==> src/shared/cpdf_map.svh <==
// Byte positions, record sizes and codes for the cyclic telegram
`ifndef CPDF_MAP_SVH
`define CPDF_MAP_SVH
`define CPDF_REC_BYTES      5
`define CPDF_VAL_BYTES      4
`define CPDF_NUM_REC        4
`define CPDF_IN_BYTES       20
`define CPDF_OUT_BYTES      8
`define CPDF_STAT_POS       4
`define CPDF_IDX_W          5
`define CPDF_OUT_TOT_SET    0
`define CPDF_OUT_TOT_MODE   1
`define CPDF_OUT_DISP_VAL   2
`define CPDF_OUT_DISP_STAT  6
`define CPDF_OUT_CTRL       7
`define CPDF_BYTE_ZERO      8'h00
`define CPDF_TOT_HOLD       8'h03
`define CPDF_TOT_RESET      8'h01
`endif

==> src/shared/cpdf_pkg.sv <==
// Types shared by both ends of the cyclic process data link
package cpdf_pkg;
    typedef logic [7:0]  cpdf_byte_t;
    typedef logic [31:0] cpdf_float_t;
    typedef enum logic [1:0] {
        CPDF_REC_VOL_FLOW,
        CPDF_REC_SOUND_VEL,
        CPDF_REC_FLOW_VEL,
        CPDF_REC_TOTAL
    } cpdf_rec_e;
    typedef struct packed {
        cpdf_float_t value;
        cpdf_byte_t  status;
    } cpdf_rec_s;
endpackage

==> src/shared/cpdf_link_if.sv <==
// Byte-serial cyclic exchange between device and cyclic master
`timescale 1ns/100ps
interface cpdf_link_if;
    import cpdf_pkg::*;
    logic       in_start;
    logic       in_valid;
    logic       in_last;
    cpdf_byte_t in_data;
    logic       in_ready;
    logic       out_valid;
    logic       out_last;
    cpdf_byte_t out_data;
    logic       out_ready;
    modport dev (
        output in_start,
        output in_valid,
        output in_last,
        output in_data,
        input  in_ready,
        input  out_valid,
        input  out_last,
        input  out_data,
        output out_ready
    );
    modport mst (
        input  in_start,
        input  in_valid,
        input  in_last,
        input  in_data,
        output in_ready,
        output out_valid,
        output out_last,
        output out_data,
        input  out_ready
    );
endinterface

==> src/cpdf_device.sv <==
// Device end: builds the 20-byte input telegram, takes the output telegram
// Notes on behaviour
// - Each analog record is exactly five bytes
// - Leading four bytes carry IEEE-754 single float
// - Fifth byte is the profile status byte
// - Local display shows the transmitted status; the code shows the latched rec_r status, not the frame snapshot
// - Sign, exponent, mantissa sent most significant byte first
// - Device delivers records; master reads them cyclically
// - Order: volume, sound velocity, flow velocity, totalizer
// - Master tolerates shifted absolute byte positions
// - Only these four quantities are input data
// - Totalizer travels with its control bytes
// - Totalizer alone or with one/two controls; the code always takes both controls, at output bytes 0 and 1
// - Display value and control block are outputs
// - Master may blank unused records, order kept
`timescale 1ns/100ps
`include "cpdf_map.svh"
module cpdf_device #(
    parameter int NUM_REC = `CPDF_NUM_REC
) (
    input  wire logic                 clk_sys,
    input  wire logic                 rst,
    cpdf_link_if.dev                  link,
    input  wire cpdf_pkg::cpdf_rec_s  meas [NUM_REC],
    input  wire logic [NUM_REC-1:0]   meas_upd,
    input  wire logic                 cycle_go,
    output logic                      cycle_busy,
    output cpdf_pkg::cpdf_byte_t      disp_status [NUM_REC],
    output cpdf_pkg::cpdf_float_t     disp_value,
    output cpdf_pkg::cpdf_byte_t      disp_value_stat,
    output cpdf_pkg::cpdf_byte_t      tot_set,
    output cpdf_pkg::cpdf_byte_t      tot_mode,
    output logic                      tot_reset_pulse,
    output logic                      tot_hold,
    output cpdf_pkg::cpdf_byte_t      ctrl_cmd,
    output logic                      ctrl_cmd_pulse
);
    import cpdf_pkg::*;

    localparam int IN_BYTES = NUM_REC * `CPDF_REC_BYTES;

    cpdf_rec_s              rec_r [NUM_REC];
    cpdf_rec_s              snap_r [NUM_REC];
    logic [`CPDF_IDX_W-1:0] idx_r;
    logic [2:0]             sub_r;
    logic [1:0]             rec_i_r;
    logic                   start_r;
    logic [`CPDF_IDX_W-1:0] oidx_r;
    cpdf_byte_t             obuf_r [`CPDF_OUT_BYTES];
    cpdf_byte_t             set_prev_r;
    cpdf_byte_t             ctrl_prev_r;
    logic                   in_fire;
    logic                   out_fire;
    cpdf_rec_s              cur;

    // Value and status latched as one word, never apart
    for (genvar g = 0; g < NUM_REC; g++) begin : g_rec
        always_ff @(posedge clk_sys or posedge rst) begin
            if (rst) begin
                rec_r[g] <= '0;
            end else if (meas_upd[g]) begin
                rec_r[g] <= meas[g];
            end
        end
        // Display mirrors the latest latched status byte, not the snapshot being sent
        assign disp_status[g] = rec_r[g].status;
    end

    assign in_fire  = link.in_valid & link.in_ready;
    assign out_fire = link.out_valid & link.out_ready;
    assign cur      = snap_r[rec_i_r];

    // Frame sequencer; records snapshot at frame start
    always_ff @(posedge clk_sys or posedge rst) begin
        if (rst) begin
            cycle_busy <= 1'b0;
            idx_r      <= '0;
            sub_r      <= '0;
            rec_i_r    <= '0;
            start_r    <= 1'b0;
            for (int i = 0; i < NUM_REC; i++) begin
                snap_r[i] <= '0;
            end
        end else if (!cycle_busy) begin
            if (cycle_go) begin
                cycle_busy <= 1'b1;
                idx_r      <= '0;
                sub_r      <= '0;
                rec_i_r    <= '0;
                start_r    <= 1'b1;
                snap_r     <= rec_r;
            end
        end else if (in_fire) begin
            start_r <= 1'b0;
            idx_r   <= idx_r + 1'b1;
            // Five bytes per record, then next record in order
            if (sub_r == 3'(`CPDF_STAT_POS)) begin
                sub_r   <= '0;
                rec_i_r <= rec_i_r + 1'b1;
            end else begin
                sub_r <= sub_r + 1'b1;
            end
            if (idx_r == `CPDF_IDX_W'(IN_BYTES - 1)) begin
                cycle_busy <= 1'b0;
            end
        end
    end

    // Byte mux: float MSB first, then status
    always_comb begin
        link.in_data = `CPDF_BYTE_ZERO;
        case (sub_r)
            3'd0:    link.in_data = cur.value[31:24];
            3'd1:    link.in_data = cur.value[23:16];
            3'd2:    link.in_data = cur.value[15:8];
            3'd3:    link.in_data = cur.value[7:0];
            default: link.in_data = cur.status;
        endcase
    end
    assign link.in_valid = cycle_busy;
    assign link.in_start = cycle_busy & start_r;
    assign link.in_last  = cycle_busy & (idx_r == `CPDF_IDX_W'(IN_BYTES - 1));
    assign link.out_ready = 1'b1;

    // Output telegram store; short frames leave later bytes untouched
    always_ff @(posedge clk_sys or posedge rst) begin
        if (rst) begin
            oidx_r <= '0;
            for (int i = 0; i < `CPDF_OUT_BYTES; i++) begin
                obuf_r[i] <= `CPDF_BYTE_ZERO;
            end
        end else if (out_fire) begin
            if (oidx_r < `CPDF_IDX_W'(`CPDF_OUT_BYTES)) begin
                obuf_r[oidx_r[2:0]] <= link.out_data;
            end
            oidx_r <= link.out_last ? '0 : oidx_r + 1'b1;
        end
    end

    // Totalizer control and display value decoded from outputs
    assign tot_set         = obuf_r[`CPDF_OUT_TOT_SET];
    assign tot_mode        = obuf_r[`CPDF_OUT_TOT_MODE];
    assign disp_value      = {obuf_r[`CPDF_OUT_DISP_VAL],
                              obuf_r[`CPDF_OUT_DISP_VAL + 1],
                              obuf_r[`CPDF_OUT_DISP_VAL + 2],
                              obuf_r[`CPDF_OUT_DISP_VAL + 3]};
    assign disp_value_stat = obuf_r[`CPDF_OUT_DISP_STAT];
    assign ctrl_cmd        = obuf_r[`CPDF_OUT_CTRL];
    assign tot_hold        = (tot_mode == `CPDF_TOT_HOLD);

    // Totalizer reset only on a change to 01h; control only on leaving zero
    always_ff @(posedge clk_sys or posedge rst) begin
        if (rst) begin
            set_prev_r      <= `CPDF_BYTE_ZERO;
            ctrl_prev_r     <= `CPDF_BYTE_ZERO;
            tot_reset_pulse <= 1'b0;
            ctrl_cmd_pulse  <= 1'b0;
        end else begin
            set_prev_r      <= tot_set;
            ctrl_prev_r     <= ctrl_cmd;
            tot_reset_pulse <= (tot_set != set_prev_r) &&
                               (tot_set == `CPDF_TOT_RESET);
            ctrl_cmd_pulse  <= (ctrl_prev_r == `CPDF_BYTE_ZERO) &&
                               (ctrl_cmd != `CPDF_BYTE_ZERO);
        end
    end
endmodule

==> src/flat_wrapper.sv <==
// flat-port wrapper written by rule: the top's interface ports become plain ports
module cpdf_device_flat import cpdf_pkg::*;
#(
    parameter int NUM_REC = `CPDF_NUM_REC
)
  (clk_sys, rst, meas, meas_upd, cycle_go, cycle_busy, disp_status, disp_value, disp_value_stat, tot_set, tot_mode, tot_reset_pulse, tot_hold, ctrl_cmd, ctrl_cmd_pulse, link_in_start, link_in_valid, link_in_last, link_in_data, link_in_ready, link_out_valid, link_out_last, link_out_data, link_out_ready);
  cpdf_link_if link_i ();
  input  wire logic clk_sys;
  input  wire logic rst;
  input  wire cpdf_pkg::cpdf_rec_s meas[NUM_REC];
  input  wire logic [NUM_REC-1:0] meas_upd;
  input  wire logic cycle_go;
  output logic cycle_busy;
  output cpdf_pkg::cpdf_byte_t disp_status[NUM_REC];
  output cpdf_pkg::cpdf_float_t disp_value;
  output cpdf_pkg::cpdf_byte_t disp_value_stat;
  output cpdf_pkg::cpdf_byte_t tot_set;
  output cpdf_pkg::cpdf_byte_t tot_mode;
  output logic tot_reset_pulse;
  output logic tot_hold;
  output cpdf_pkg::cpdf_byte_t ctrl_cmd;
  output logic ctrl_cmd_pulse;
  output wire logic [$bits(link_i.in_start)-1:0] link_in_start;
  output wire logic [$bits(link_i.in_valid)-1:0] link_in_valid;
  output wire logic [$bits(link_i.in_last)-1:0] link_in_last;
  output wire logic [$bits(link_i.in_data)-1:0] link_in_data;
  input wire logic [$bits(link_i.in_ready)-1:0] link_in_ready;
  input wire logic [$bits(link_i.out_valid)-1:0] link_out_valid;
  input wire logic [$bits(link_i.out_last)-1:0] link_out_last;
  input wire logic [$bits(link_i.out_data)-1:0] link_out_data;
  output wire logic [$bits(link_i.out_ready)-1:0] link_out_ready;
  assign link_in_start = link_i.in_start;
  assign link_in_valid = link_i.in_valid;
  assign link_in_last = link_i.in_last;
  assign link_in_data = link_i.in_data;
  assign link_i.in_ready = link_in_ready;
  assign link_i.out_valid = link_out_valid;
  assign link_i.out_last = link_out_last;
  assign link_i.out_data = link_out_data;
  assign link_out_ready = link_i.out_ready;
  cpdf_device #(.NUM_REC(NUM_REC)) u_core (.clk_sys(clk_sys), .rst(rst), .link(link_i), .meas(meas), .meas_upd(meas_upd), .cycle_go(cycle_go), .cycle_busy(cycle_busy), .disp_status(disp_status), .disp_value(disp_value), .disp_value_stat(disp_value_stat), .tot_set(tot_set), .tot_mode(tot_mode), .tot_reset_pulse(tot_reset_pulse), .tot_hold(tot_hold), .ctrl_cmd(ctrl_cmd), .ctrl_cmd_pulse(ctrl_cmd_pulse));
endmodule
==> config.mk <==
export PLATFORM = sky130hd
export DESIGN_NAME = cpdf_device_flat
export DESIGN_NICKNAME = d
export VERILOG_FILES = /design/src/shared/cpdf_pkg.sv /design/src/shared/cpdf_link_if.sv /design/src/cpdf_device.sv /design/src/flat_wrapper.sv
export VERILOG_INCLUDE_DIRS = /design/src /design/src/shared
export SDC_FILE = /design/constraint.sdc
export NUM_CORES = 1
export LEC_CHECK = 0
export BUFFER_PORTS_ARGS = -buffer_cell sky130_fd_sc_hd__buf_2
export CORE_AREA = 8 8 196 198
export DETAILED_ROUTE_END_ITERATION = 7
export DIE_AREA = 0 0 204 206
export PLACE_DENSITY = 0.71
export SYNTH_ARGS = -nofsm -noshare
export SYNTH_HDL_FRONTEND = slang
export SYNTH_SLANG_ARGS = --single-unit
==> constraint.sdc <==
create_clock -name clk_sys -period 34.4 [get_ports clk_sys]
set_clock_uncertainty 0.2 [all_clocks]
set_input_delay 3.44 -clock clk_sys [delete_from_list [all_inputs] [get_ports clk_sys]]
set_output_delay 3.44 -clock clk_sys [all_outputs]
set_load 0.005 [all_outputs]
Word level (Yosys, flattened, before mapping)
Index checks and enable logic that the tools add are counted.
W data, S select, Z words.
{"block": "op_classes", "bitwise": 6, "order_cmp": 4, "eq_ne": 10, "addsub": 4, "reduce_logical": 11, "n_mux": 26}
{"operator": "$bmux W40 S2", "count": 1}
{"operator": "$mux W40", "count": 2}
{"operator": "$bwmux W64", "count": 1}
{"operator": "$pmux W8 S4", "count": 1}
{"operator": "$demux W8 S3", "count": 1}
{"operator": "$mux W5", "count": 4}
{"operator": "$mux W3", "count": 4}
{"operator": "$add A5 B1 Y5 const B", "count": 2}
{"operator": "$eq A8 B1 Y1 const B", "count": 1}
{"operator": "$eq A8 B2 Y1 const B", "count": 1}
{"operator": "$logic_not A8 Y1", "count": 1}
{"operator": "$mux W2", "count": 4}
{"operator": "$mux W8", "count": 1}
{"operator": "$ne A8 B8 Y1", "count": 1}
{"operator": "$reduce_bool A8 Y1", "count": 1}
{"operator": "$mux W1", "count": 7}
{"operator": "$eq A3 B2 Y1 const B", "count": 2}
{"operator": "$reduce_and A2 Y1", "count": 3}
{"operator": "$eq A5 B5 Y1 const B", "count": 1}
{"operator": "$lt A5 B4 Y1 const B", "count": 1}
{"operator": "$ge A4 B4 Y1 const B", "count": 1}
{"operator": "$lt A4 B1 Y1 const B", "count": 1}
{"operator": "$ne A2 B2 Y1 const B", "count": 2}
{"operator": "$not A3 Y4", "count": 1}
{"operator": "other kinds (12)", "count": 16}
{"block": "word_totals", "word_cells": 95, "ff_bits": 419}

Logic depth before layout (Yosys ltp)
Gate-level depths: netlist of run 1.
{"block": "depth", "word_depth": 6, "depth_mapped": 8}

Worst setup path after synthesis of run 1
Ideal clock, no wire load.
{"block": "synth_timing", "kind": "reg2out", "startpoint": "register u_core.sub_r[2]", "endpoint": "output link_in_data[3]", "slack_ns": 28.967, "stages_incl_launch_ff": 9, "arrival_ns": 1.793, "required_ns": 30.760, "cell_sequence": "dfrtp_1 clkbuf_1 inv_1 ha_1 clkbuf_1 o21bai_1 clkbuf_1 nor2_1 a31oi_1"}
{"block": "synth_between", "elab_chain_len": 2, "elab_cells_between_ends": 5, "classes_between": "eq/ne: 3; mux: 1; reduce/logical: 1"}
{"element": "from (decl)", "line": "cpdf_device.sv:45", "source": "logic [2:0] sub_r;"}
{"element": "from (signal assigned)", "line": "cpdf_device.sv:101", "source": "sub_r <= sub_r + 1'b1;"}
{"element": "$eq A3 B2 Y1, or another cell as far along", "line": "cpdf_device.sv:112", "source": "case (sub_r)"}
{"element": "$pmux W8 S4 (*)", "line": "cpdf_device.sv:112"}
{"element": "to (decl)", "line": "flat_wrapper.sv:26", "source": "output wire logic [$bits(link_i.in_data)-1:0] link_in_data;"}
Every way passes the cells marked *; elsewhere a longest branch is shown, timed or not.

Final worst setup path of run 1
{"block": "layout_timing", "startpoint": "register u_core.rec_i_r[0]", "endpoint": "output link_in_data[7]"}
{"block": "layout_between", "elab_chain_len": 5}
{"element": "from (decl)", "line": "cpdf_device.sv:46", "source": "logic [1:0] rec_i_r;"}
{"element": "from (signal assigned)", "line": "cpdf_device.sv:99", "source": "rec_i_r <= rec_i_r + 1'b1;"}
{"element": "$not A2 Y3 (implied by the code)", "line": "cpdf_device.sv:71", "source": "assign cur = snap_r[rec_i_r];"}
{"element": "$bmux W40 S2", "line": "cpdf_device.sv:71"}
{"element": "$mux W40 (implied by the code) (2 in a row)", "line": "cpdf_device.sv:71"}
{"element": "$pmux W8 S4", "line": "cpdf_device.sv:112"}
No other way between the ends. The select of a mux whose other input is x is not followed.

==> results of run 1 <==
-- metal layers --
layer / wire (µm) / part of all wire [%] / track usage, % / up-vias
met4: 1110 / 2.6 / 6.35 / 28
met1: 17800 / 41 / 26.5 / 5803
met2: 20100 / 47 / 32.5 / 330
li1: - / - / - / 5294
met3: 3810 / 8.9 / 7.08 / 96
met5: 168 / 0.39 / 0 / -
-- worst max-delay path, stage by stage (launching register included) --
cell and delay (ns):
dfrtp_2 1.08, mux4_1 0.75, a211oi_1 0.39, a31oi_1 0.22, buf_2 0.23
-- sequential cells by signal, summed over array words and instances (netlist names), 2 cells and up --
signal and count:
u_core.ctrl_cmd 8, u_core.ctrl_prev_r 8, u_core.disp_status 32, u_core.disp_value 32, u_core.disp_value_stat 8, u_core.idx_r 5
u_core.oidx_r 5, u_core.rec_i_r 2, u_core.rec_r 128, u_core.set_prev_r 8, u_core.snap_r 160, u_core.sub_r 3
u_core.tot_mode 8, u_core.tot_set 8
-- synthesized netlist by cell type, drive strengths merged, types with 4 or more instances --
library cell and count:
mux2i 26, nor2 16, nor4 9, ha 7, a31oi 7, o21ai 11, nor2b 4, dfrtp 419
xor2 8, mux4 27, mux2 225, a21oi 5, clkbuf 28, buf 80, nand3 7, a211oi 6
inv 7, o22ai 14, nand2 505
-- through the flow --
step           total power, mW  hold slack [ns]  util, %  cells
2_1_floorplan            0.837            0.211        -   1445
3_3_place_gp             0.940            0.207     53.5   2098
3_5_place_dp             0.952            0.215     53.5   2098
4_1_cts                   1.43            0.230     57.7   2176
5_1_grt                   1.49            0.239     57.7   2177
6_report                  1.42            0.223     57.7   2180
-- cell families (layout without fill, tap and decap cells) --
logic type      Yosys count  after routing  synth area share (%)
simple gates            564            564                  13.0
fa+ha+maj                 7              7                 0.506
xor+xnor                  8              8                 0.405
other cells               1              5                0.0217
compound gates           53             53                  1.97
flops                   419            419                  60.6
mux                     278            278                  19.9
buf+inv                 115            385                  3.58
-- report_power, final --
part / internal (mW) / switching, mW / leakage, nW
Clock: 0.286 / 0.190 / 0.729
Combinational: 0.144 / 0.137 / 4.21
Sequential: 0.585 / 0.0759 / 5.26
Total: 1.02 / 0.403 / 10.2
-- layout make-up --
| type | count | area (µm²) | area share (%) |
|---|---|---|---|
| Multi-Input combinational cell | 911 | 6220 | 30.6 |
| Sequential cell | 419 | 10500 | 51.6 |
| Clock inverter | 15 | 168 | 0.825 |
| Timing Repair Buffer | 300 | 1530 | 7.53 |
| Tap cell | 461 | 577 | 2.84 |
| Inverter | 7 | 33.8 | 0.166 |
| Clock buffer | 63 | 1300 | 6.41 |
| Antenna cell | 4 | 10.0 | 0.0492 |
-- worst paths after layout --
path | startpoint | to | slack [ns]
setup / recovery | u_core.rec_i_r[0]$_DFFE_PP0P_ | link_in_data[7] | 27.54
hold / removal | u_core.ctrl_cmd[6]$_DFFE_PP0P_ | u_core.ctrl_prev_r[6]$_DFF_PP0_ | 0.22
setup reg to reg | u_core.cycle_busy$_DFF_PP0_ | u_core.idx_r[2]$_DFFE_PP0P_ | 31.34
hold reg to reg | u_core.ctrl_cmd[6]$_DFFE_PP0P_ | u_core.ctrl_prev_r[6]$_DFF_PP0_ | 0.22
max in group asynchronous | rst | u_core.rec_r[27]$_DFFE_PP0P_ | 27.86
min in group asynchronous | rst | u_core.rec_r[79]$_DFFE_PP0P_ | 2.86
==> run metrics, run 1 <==
Yosys top cell area share=60.6%; CP required=30.76 ns; max-slew violations=0; Reg2Reg Depth=6; Die ar.=0.0420 mm²; GPL Wtd Cong=0.802; num ports=290; Layout area overhead=17.5%; RSZ-0062 raised after global routing=no; Pwr Density=69.8 mW/mm²; most frequent cells in the layout=nand2_1, dfrtp_1, buf_2; # Max-Cap Violations=0; Cells after Synth=1445; IR drop worst, VDD=0.0532 mV; final hold violations=0; share of flip-flops with an asynchronous set or reset=100%; Max Clock Freq=146 MHz; first-pass GRT wire length=68.3 mm; grt ovf=0; Die H=206 µm; synth warn=0; routed wire length=43.0 mm; largest cells by area after synthesis=dfrtp_1, mux2_2, nand2_1, mux4_2, mux4_1; Antenna Nets Post-Route=0; vias in the first global route=12300; fill count=2940; Fin Setup TNS=0 ns; placed instance area=0.0188 mm²; Worst Path Class, Setup=reg2out; initial antenna violation count=18; synth unique cells=49; register bit total from synthesis=419; FP Rows=69; Post-synth EDFFs=0; outcome=finished, final reports clean; layout cells sized above 1=36.3%; Leak=10.2 nW; Initial Util=49.1%; commonest non-fill, non-tap cell in the layout=nand2_1; DR pass1 iterations=5; Core Box Area=0.0352 mm²; Hold Crit Class=reg2reg; postcts setup bufs=0; worst skew pair latency=0.56 ns; Tmin final=6.86 ns; CTS tree=built; Total Routing Usage GR=20.5%; Clock Sinks=419; CTS root buf=clkbuf_16; Worst Setup Start Kind=flop; post-synth top area cell=dfrtp_1; Final Cell Area=0.0203 mm²; crit path max fanout=36; Crit. End Element=output pin; DRT iter0 DRCs=625; hold buffer count at CTS=0; post-CTS sizing=0; WL/cell=19.7 µm; IO buf count=288; DRC violations left=0; commonest register cell after synthesis=dfrtp_1; largest net degree at the start of global routing=125; net count after synthesis=1630; DP HPWL=29.5 mm; crit share post-route=19.9%; Vias=11600; Via density=5.30; worst-margin pin slew=1.13 ns; clock-pin slew on the worst setup and hold paths=0.06 ns; final setup fails=0; Post-Syn Area=0.0173 mm²; post-synthesis sequential area ratio=60.6%; die width=204 µm; hold depth=0; Setup WS pre-CTS=27.09 ns; slew margin rel.=24.6%; Mapped Avg Cell Area=12.0 µm²; Worst Setup Slack, final=27.54 ns; Critical Path AT=3.22 ns; CTS Buf Count=44; H-tree depth=2; final net count=1868; Max Buffers Root-to-Sink=3
(Power assumes the default switching activity.)
==> run 2: changes to the inputs <==
--- a/config.mk
+++ b/config.mk
@@ -6,11 +6,12 @@
 export SDC_FILE = /design/constraint.sdc
 export NUM_CORES = 1
 export LEC_CHECK = 0
+export ABC_AREA = 1
 export BUFFER_PORTS_ARGS = -buffer_cell sky130_fd_sc_hd__buf_2
-export CORE_AREA = 8 8 196 198
+export CORE_AREA = 8 8 197 199
 export DETAILED_ROUTE_END_ITERATION = 7
-export DIE_AREA = 0 0 204 206
-export PLACE_DENSITY = 0.71
+export DIE_AREA = 0 0 205 207
+export PLACE_DENSITY = 0.74
 export SYNTH_ARGS = -nofsm -noshare
 export SYNTH_HDL_FRONTEND = slang
 export SYNTH_SLANG_ARGS = --single-unit
==> constraint.sdc (replaced) <==
create_clock -name clk_sys -period 5.85 [get_ports clk_sys]
set_clock_uncertainty 0.2 [all_clocks]
set_input_delay 0.585 -clock clk_sys [delete_from_list [all_inputs] [get_ports clk_sys]]
set_output_delay 0.585 -clock clk_sys [all_outputs]
set_load 0.005 [all_outputs]
==> run metrics, run 2 <==
outcome=finished, final reports clean; Worst Setup Slack, final=2.11 ns (-25.43 ns); max-slew violations=0 (unchanged); CP required=5.07 ns (-25.69 ns); vias in the first global route=14100 (+15%); Total Routing Usage GR=22.1% (+1.5 points); Worst Hold Endpoint=u_core.disp_status[7]$_DFFE_PP0P_; Vias=13700 (+19%); Critical Path Slowest Stage Cell=inv_1; Final Cell Area=0.0205 mm² (+0.82%); Psw=3.43 mW (+750%); Reg2Reg Depth=4 (-2); grt ovf=0 (unchanged); Leak=10.8 nW (+5.6%); Die H=207 µm (+0.49%); final hold violations=0 (unchanged); Most flops, register=u_core.snap_r; DR pass1 iterations=5 (unchanged); register share of total power=43.9% (-2.7 points); synth warn=0 (unchanged); FP Rows=70 (+1.4%); Max Buffers Root-to-Sink=3 (unchanged); max FFs per register=160 (unchanged); CP delay by family, top=buffers and inverters; Critical Path AT=2.95 ns (-0.27 ns); hold depth=3 (+3); WL/cell=17.0 µm (-14%); Post-synth EDFFs=0 (unchanged); share of flip-flops with an asynchronous set or reset=100% (unchanged); clock-pin slew on the worst setup and hold paths=0.06 ns (about the same); Pwr Density=479 mW/mm² (+590%); crit path max fanout=42 (+17%); RR Startpoint=u_core.cycle_busy$_DFF_PP0_; crit share post-route=63.9%; first-pass GRT wire length=75.9 mm (+11%); Fin Setup TNS=0 ns (unchanged); CTS tree=built; Hold Crit Start=meas[7]; Clock Sinks=419 (unchanged); IO buf count=288 (unchanged); Max Clock Freq=267 MHz; post-CTS sizing=0 (unchanged); switch share=35.0% (+6.6 points); postcts setup bufs=0 (unchanged); hold buffer count at CTS=0 (unchanged); Worst Setup Start Kind=flop; slew margin rel.=11.8% (-13 points); top flop regs=u_core.snap_r x160, u_core.rec_r x128; initial antenna violation count=16 (-2); synth unique cells=25 (-49%); RR Endpoint=u_core.snap_r[20]$_DFFE_PP0P_; Crit. End Element=output pin; routed wire length=46.9 mm (+9.1%); IR drop worst, VDD=0.313 mV (+490%); Post-Syn Area=0.0176 mm² (+1.9%); layout cells sized above 1=16.2% (-20 points); fin cells=2761 (+27%); crit-path cells=buf_4, inv_1, nand3_1, nand3_1, nand2_1, nor2_1, nand2_1, buf_2; DP HPWL=33.5 mm (+14%); worst-margin pin slew=1.32 ns (+0.190 ns); Tot Pwr=9.81 mW (+590%); commonest register cell after synthesis=dfrtp_1; GPL Wtd Cong=0.891 (+11%); synth cell count leaders=nand2_1, dfrtp_1, o21ai_0; largest cells by area after synthesis=dfrtp_1, nand2_1, o21ai_0, inv_1, nand3_1; R2R Setup Slk=3.34 ns (-28.00 ns); Mapped Avg Cell Area=8.57 µm² (-28%); Hold WS=0.0542 ns (-0.169 ns); final net count=2444 (+31%); Via density=4.97 (-6.2%); net count after synthesis=2244 (+38%); commonest non-fill, non-tap cell in the layout=nand2_1; final core utilization=57.1% (-0.64 points); CTS root buf=clkbuf_16; Initial Util=49.1% (about the same); Clock power frac=27.6% (-6.0 points); Cells after Synth=2059 (+42%); Setup WS pre-CTS=2.70 ns (-24.39 ns); Die ar.=0.0424 mm² (+0.98%); most frequent cells in the layout=nand2_1, dfrtp_1, o21ai_0; final setup fails=0 (unchanged); Int Pwr=6.38 mW (+530%); Yosys top cell area share=59.5% (-1.1 points); DP Cell Count=2682 (+28%); routed wl met3=4.01 mm (+5.4%); post-synth top area cell=dfrtp_1; H-tree depth=2 (unchanged); Layout area overhead=16.2%; register bit total from synthesis=419 (unchanged); power share of the combinational group=28.5% (+8.7 points); worst skew pair latency=0.54 ns (-0.02 ns); # Max-Cap Violations=0 (unchanged); worst path buffer plus inverter count=3 (+2); CTS Buf Count=43 (-2.3%); Worst Path Class, Setup=reg2out; routed length on met2=21.3 mm (+6.0%); die width=205 µm (+0.49%); num ports=290 (unchanged); count leader, synth=nand2_1; post-synthesis sequential area ratio=59.5% (-1.1 points); highest routed layer=met5; Hold Crit Class=in2reg; DRC violations left=0 (unchanged); Core Box Area=0.0359 mm² (+1.9%); Tmin final=3.74 ns; Antenna Nets Post-Route=0 (unchanged); max incr delay on CP=0.96 ns (-0.12 ns); RSZ-0062 raised after global routing=no; M1 WL=20.5 mm (+15%); largest net degree at the start of global routing=170 (+36%); DRT iter0 DRCs=1255 (+100%); placed instance area=0.0191 mm² (+1.2%)
==> run 2: cell count changes in the layout (fill, tap and decap cells not counted), sizes merged, moves of 6 or more <==
cell / change
o21ai: +379
inv: +281
mux2: -225
nand2: +104
nand3: +71
nor2: +40
mux4: -27
mux2i: -25
a21oi: +22
a31oi: -7
a211oi: -6
==> run 2: cells by family after synthesis <==
| kind of cell | synth area share [%] |
|---|---|
| simple gates | 17.2 |
| buf+inv | 10.1 |
| other cells | 0.0213 |
| xor+xnor | 0.397 |
| fa+ha+maj | 0.497 |
| mux | 0.0568 |
| flops | 59.5 |
| compound gates | 12.2 |
==> run 2: area by class of cell <==
cell class | instances | area [µm²]
antenna | 7 | 17.5
clock buffer | 62 | 1290
clock inverter | 10 | 106
fill | 3254 | 15400
inverter | 290 | 1090
multi-input combinational | 1208 | 5370
sequential | 419 | 10500
tap | 468 | 586
timing repair buffer | 297 | 1550
==> run 2: per-layer routing <==
| metal | track usage [%] | vias up |
|---|---|---|
| met1 | 30.5 | 6462 |
| met3 | 6.48 | 75 |
| met5 | 0 | - |
| li1 | - | 6777 |
| met4 | 5.50 | 16 |
| met2 | 33.8 | 392 |
==> run 2: worst max-delay path by stage <==
stage | cells past startpoint | slack, ns | endpoint | start
finish | 8 | 2.11 | link_in_data[3] | u_core.rec_i_r[1]$_DFFE_PP0P_
global route | 7 | 1.87 | link_in_data[5] | u_core.rec_i_r[1]$_DFFE_PP0P_
CTS | 7 | 2.12 | link_in_data[5] | u_core.rec_i_r[1]$_DFFE_PP0P_
detailed placement | 7 | 2.70 | link_in_data[5] | u_core.rec_i_r[1]$_DFFE_PP0P_
global placement | 8 | 2.75 | link_in_data[3] | u_core.rec_i_r[1]$_DFFE_PP0P_
floorplan | 1 | -0.59 | u_core.ctrl_cmd[0]$_DFFE_PP0P_ | rst
==> run 2: worst min-delay path: stages <==
cell	delay (ns)
buf_2	0.08
nand2_1	0.04
o21ai_0	0.05
==> run 2: power by group through the flow <==
stage / Clock (mW) / Sequential, mW / Combinational, mW
detailed placement: 0 / 4.33 / 2.81
global route: 2.89 / 4.41 / 3.20
global placement: 0 / 4.30 / 2.77
CTS: 2.77 / 4.30 / 2.83
floorplan: 0 / 4.19 / 1.80
finish: 2.71 / 4.31 / 2.79
==> run 3: changes to the inputs <==
--- a/config.mk
+++ b/config.mk
@@ -11,7 +11,7 @@
 export CORE_AREA = 8 8 197 199
 export DETAILED_ROUTE_END_ITERATION = 7
 export DIE_AREA = 0 0 205 207
-export PLACE_DENSITY = 0.74
+export PLACE_DENSITY = 0.72
 export SYNTH_ARGS = -nofsm -noshare
 export SYNTH_HDL_FRONTEND = slang
 export SYNTH_SLANG_ARGS = --single-unit
==> constraint.sdc (replaced) <==
create_clock -name clk_sys -period 3.8 [get_ports clk_sys]
set_clock_uncertainty 0.2 [all_clocks]
set_input_delay 0.38 -clock clk_sys [delete_from_list [all_inputs] [get_ports clk_sys]]
set_output_delay 0.38 -clock clk_sys [all_outputs]
set_load 0.005 [all_outputs]
==> run metrics, run 3 (synthesized netlist as in run 2, its figures left out) <==
fill count=2935 (-9.8%); Core Box Area=0.0359 mm² (unchanged); final setup fails=0 (unchanged); Worst Setup Start Kind=flop; RR Startpoint=u_core.cycle_busy$_DFF_PP0_; DR pass1 iterations=6 (+1); R2R Setup Slk=1.81 ns (-1.53 ns); GPL Wtd Cong=0.939 (+5.4%); Via density=5.04 (+1.3%); Hold WS=0.0473 ns (-0.00689 ns); Tot Pwr=15.7 mW (+60%); largest net degree at the start of global routing=128 (-25%); Reg2Reg Depth=4 (unchanged); layout cells sized above 1=15.7% (-0.50 points); Initial Util=49.1% (unchanged); top flop regs=u_core.snap_r x160, u_core.rec_r x128; Worst Path Class, Setup=reg2out; # Max-Cap Violations=0 (unchanged); IR drop worst, VDD=0.478 mV (+53%); max-slew violations=0 (unchanged); Die H=207 µm (unchanged); Critical Path AT=2.42 ns (-0.53 ns); crit path max fanout=24 (-43%); Antenna Nets Post-Route=0 (unchanged); most frequent CP cell=nand2_1; Critical Path Slowest Stage Cell=inv_1; outcome=finished, final reports clean; num ports=290 (unchanged); max FFs per register=160 (unchanged); RSZ-0062 raised after global routing=no; most frequent cells in the layout=nand2_1, dfrtp_1, o21ai_0; initial antenna violation count=6 (-10); crit share post-route=78.9%; CP required=3.22 ns (-1.85 ns); RR Endpoint=u_core.snap_r[132]$_DFFE_PP0P_; hold depth=3 (unchanged); vias in the first global route=15000 (+6.3%); worst skew pair latency=0.54 ns (about the same); Hold Crit Start=link_out_data[7]; max incr delay on CP=0.49 ns (-0.47 ns); FF/Latch Area=0.0105 mm² (unchanged); Max Clock Freq=334 MHz; commonest non-fill, non-tap cell in the layout=nand2_1; grt ovf=0 (unchanged); WL/cell=17.0 µm (+0.10%); Die ar.=0.0424 mm² (unchanged); DP Cell Count=2690 (+0.30%); die width=205 µm (unchanged); Worst Hold Endpoint=u_core.disp_value[23]$_DFFE_PP0P_; Vias=14800 (+7.8%); Layout area overhead=27.3%; final hold violations=0 (unchanged); slew margin rel.=19.2% (+7.4 points); CTS root buf=clkbuf_16; Pwr Density=701 mW/mm² (+46%); routed wire length=49.9 mm (+6.5%); Total Routing Usage GR=23.2% (+1.1 points); Crit. End Element=output pin; H-tree depth=2 (unchanged); fin cells=2938 (+6.4%); DRC violations left=0 (unchanged); final net count=2619 (+7.2%); Max Buffers Root-to-Sink=3 (unchanged); Leak=11.6 nW (+7.8%); worst-margin pin slew=1.21 ns (-0.109 ns); first-pass GRT wire length=79.9 mm (+5.3%); CTS Buf Count=44 (+2.3%); Most flops, register=u_core.snap_r; IO buf count=288 (unchanged); Tmin final=3.00 ns; FP Rows=70 (unchanged); CTS tree=built; DP HPWL=33.6 mm (about the same); clock-pin slew on the worst setup and hold paths=0.06 ns (about the same); area occupied by multi-input gates=0.00537 mm² (unchanged); Hold Crit Class=in2reg; crit-path cells=inv_1, buf_4, nand3_1, nand2_1, nand2_1, nand2_1, nor2_1, nand2_1, buf_2; DRT iter0 DRCs=1262 (+0.56%); Clock Sinks=419 (unchanged)
==> run 3: cell count changes in the layout (fill, tap and decap cells not counted), moves of 2 or more <==
cell and change:
dlygate4sd3_1 +166, bufinv_16 +4, clkinv_2 -3, buf_4 +4
diode_2 -4, clkbuf_1 -2, clkbuf_8 +7, buf_12 +4
==> run 3: critical path, delay by kind of cell (launching register included) <==
| family | cells | cell delay [ns] |
|---|---|---|
| buffers and inverters | 3 | 0.98 |
| AND/OR/NAND/NOR | 6 | 0.52 |
| flip-flops | 1 | 0.38 |
==> run 3: how the worst max path moves through the flow <==
stage,end,start,cells past startpoint
after floorplan,u_core.ctrl_cmd[0]$_DFFE_PP0P_,rst,1
after detailed placement,link_in_data[6],u_core.sub_r[0]$_DFFE_PP0P_,9
after global routing,link_in_data[1],u_core.rec_i_r[1]$_DFFE_PP0P_,9
after global placement,link_in_data[6],u_core.sub_r[0]$_DFFE_PP0P_,9
after CTS,link_in_data[6],u_core.rec_i_r[1]$_DFFE_PP0P_,9
final,link_in_data[6],u_core.rec_i_r[1]$_DFFE_PP0P_,9
==> run 3: report_power, final <==
part / internal (mW) / switching, mW / leakage, nW / total, mW
Combinational: 1.69 / 2.68 / 5.57 / 4.37
Clock: 2.90 / 1.75 / 0.784 / 4.65
Sequential: 5.79 / 0.927 / 5.27 / 6.71
Total: 10.4 / 5.35 / 11.6 / 15.7
==> run 3: cell type report <==
| type | instances | area share (%) |
|---|---|---|
| inverters | 290 | 4.86 |
| clock inverters | 12 | 0.975 |
| well taps | 468 | 2.61 |
| flip-flops and latches | 419 | 46.7 |
| multi-input cells | 1208 | 23.9 |
| diodes | 3 | 0.0334 |
| repair buffers | 471 | 14.8 |
| clock buffers | 67 | 6.14 |
==> run 3: metal layers <==
metal,track usage (%),part of all wire (%)
met5,0,0.070
met4,8.19,3.4
met3,5.32,7.4
met2,35.4,45
met1,32.2,44
==> run 3: stage by stage <==
stage	setup TNS, ns	setup WS [ns]	utilization, %	area (µm²)
final	0	0.803	62.5	22500
after global routing	0	0.660	62.5	22500
after CTS	0	0.831	62.5	22400
after detailed placement	0	1.42	53.4	19200
after global placement	0	1.41	53.4	19200
after floorplan	-1018.81	-2.43	-	17600
==> run 3: what timing repair did <==
action	4_1_cts	5_1_grt
buffers inserted	0	0
hold endpoints to repair	195	0
hold buffers	166	0
gates resized for setup	0	0
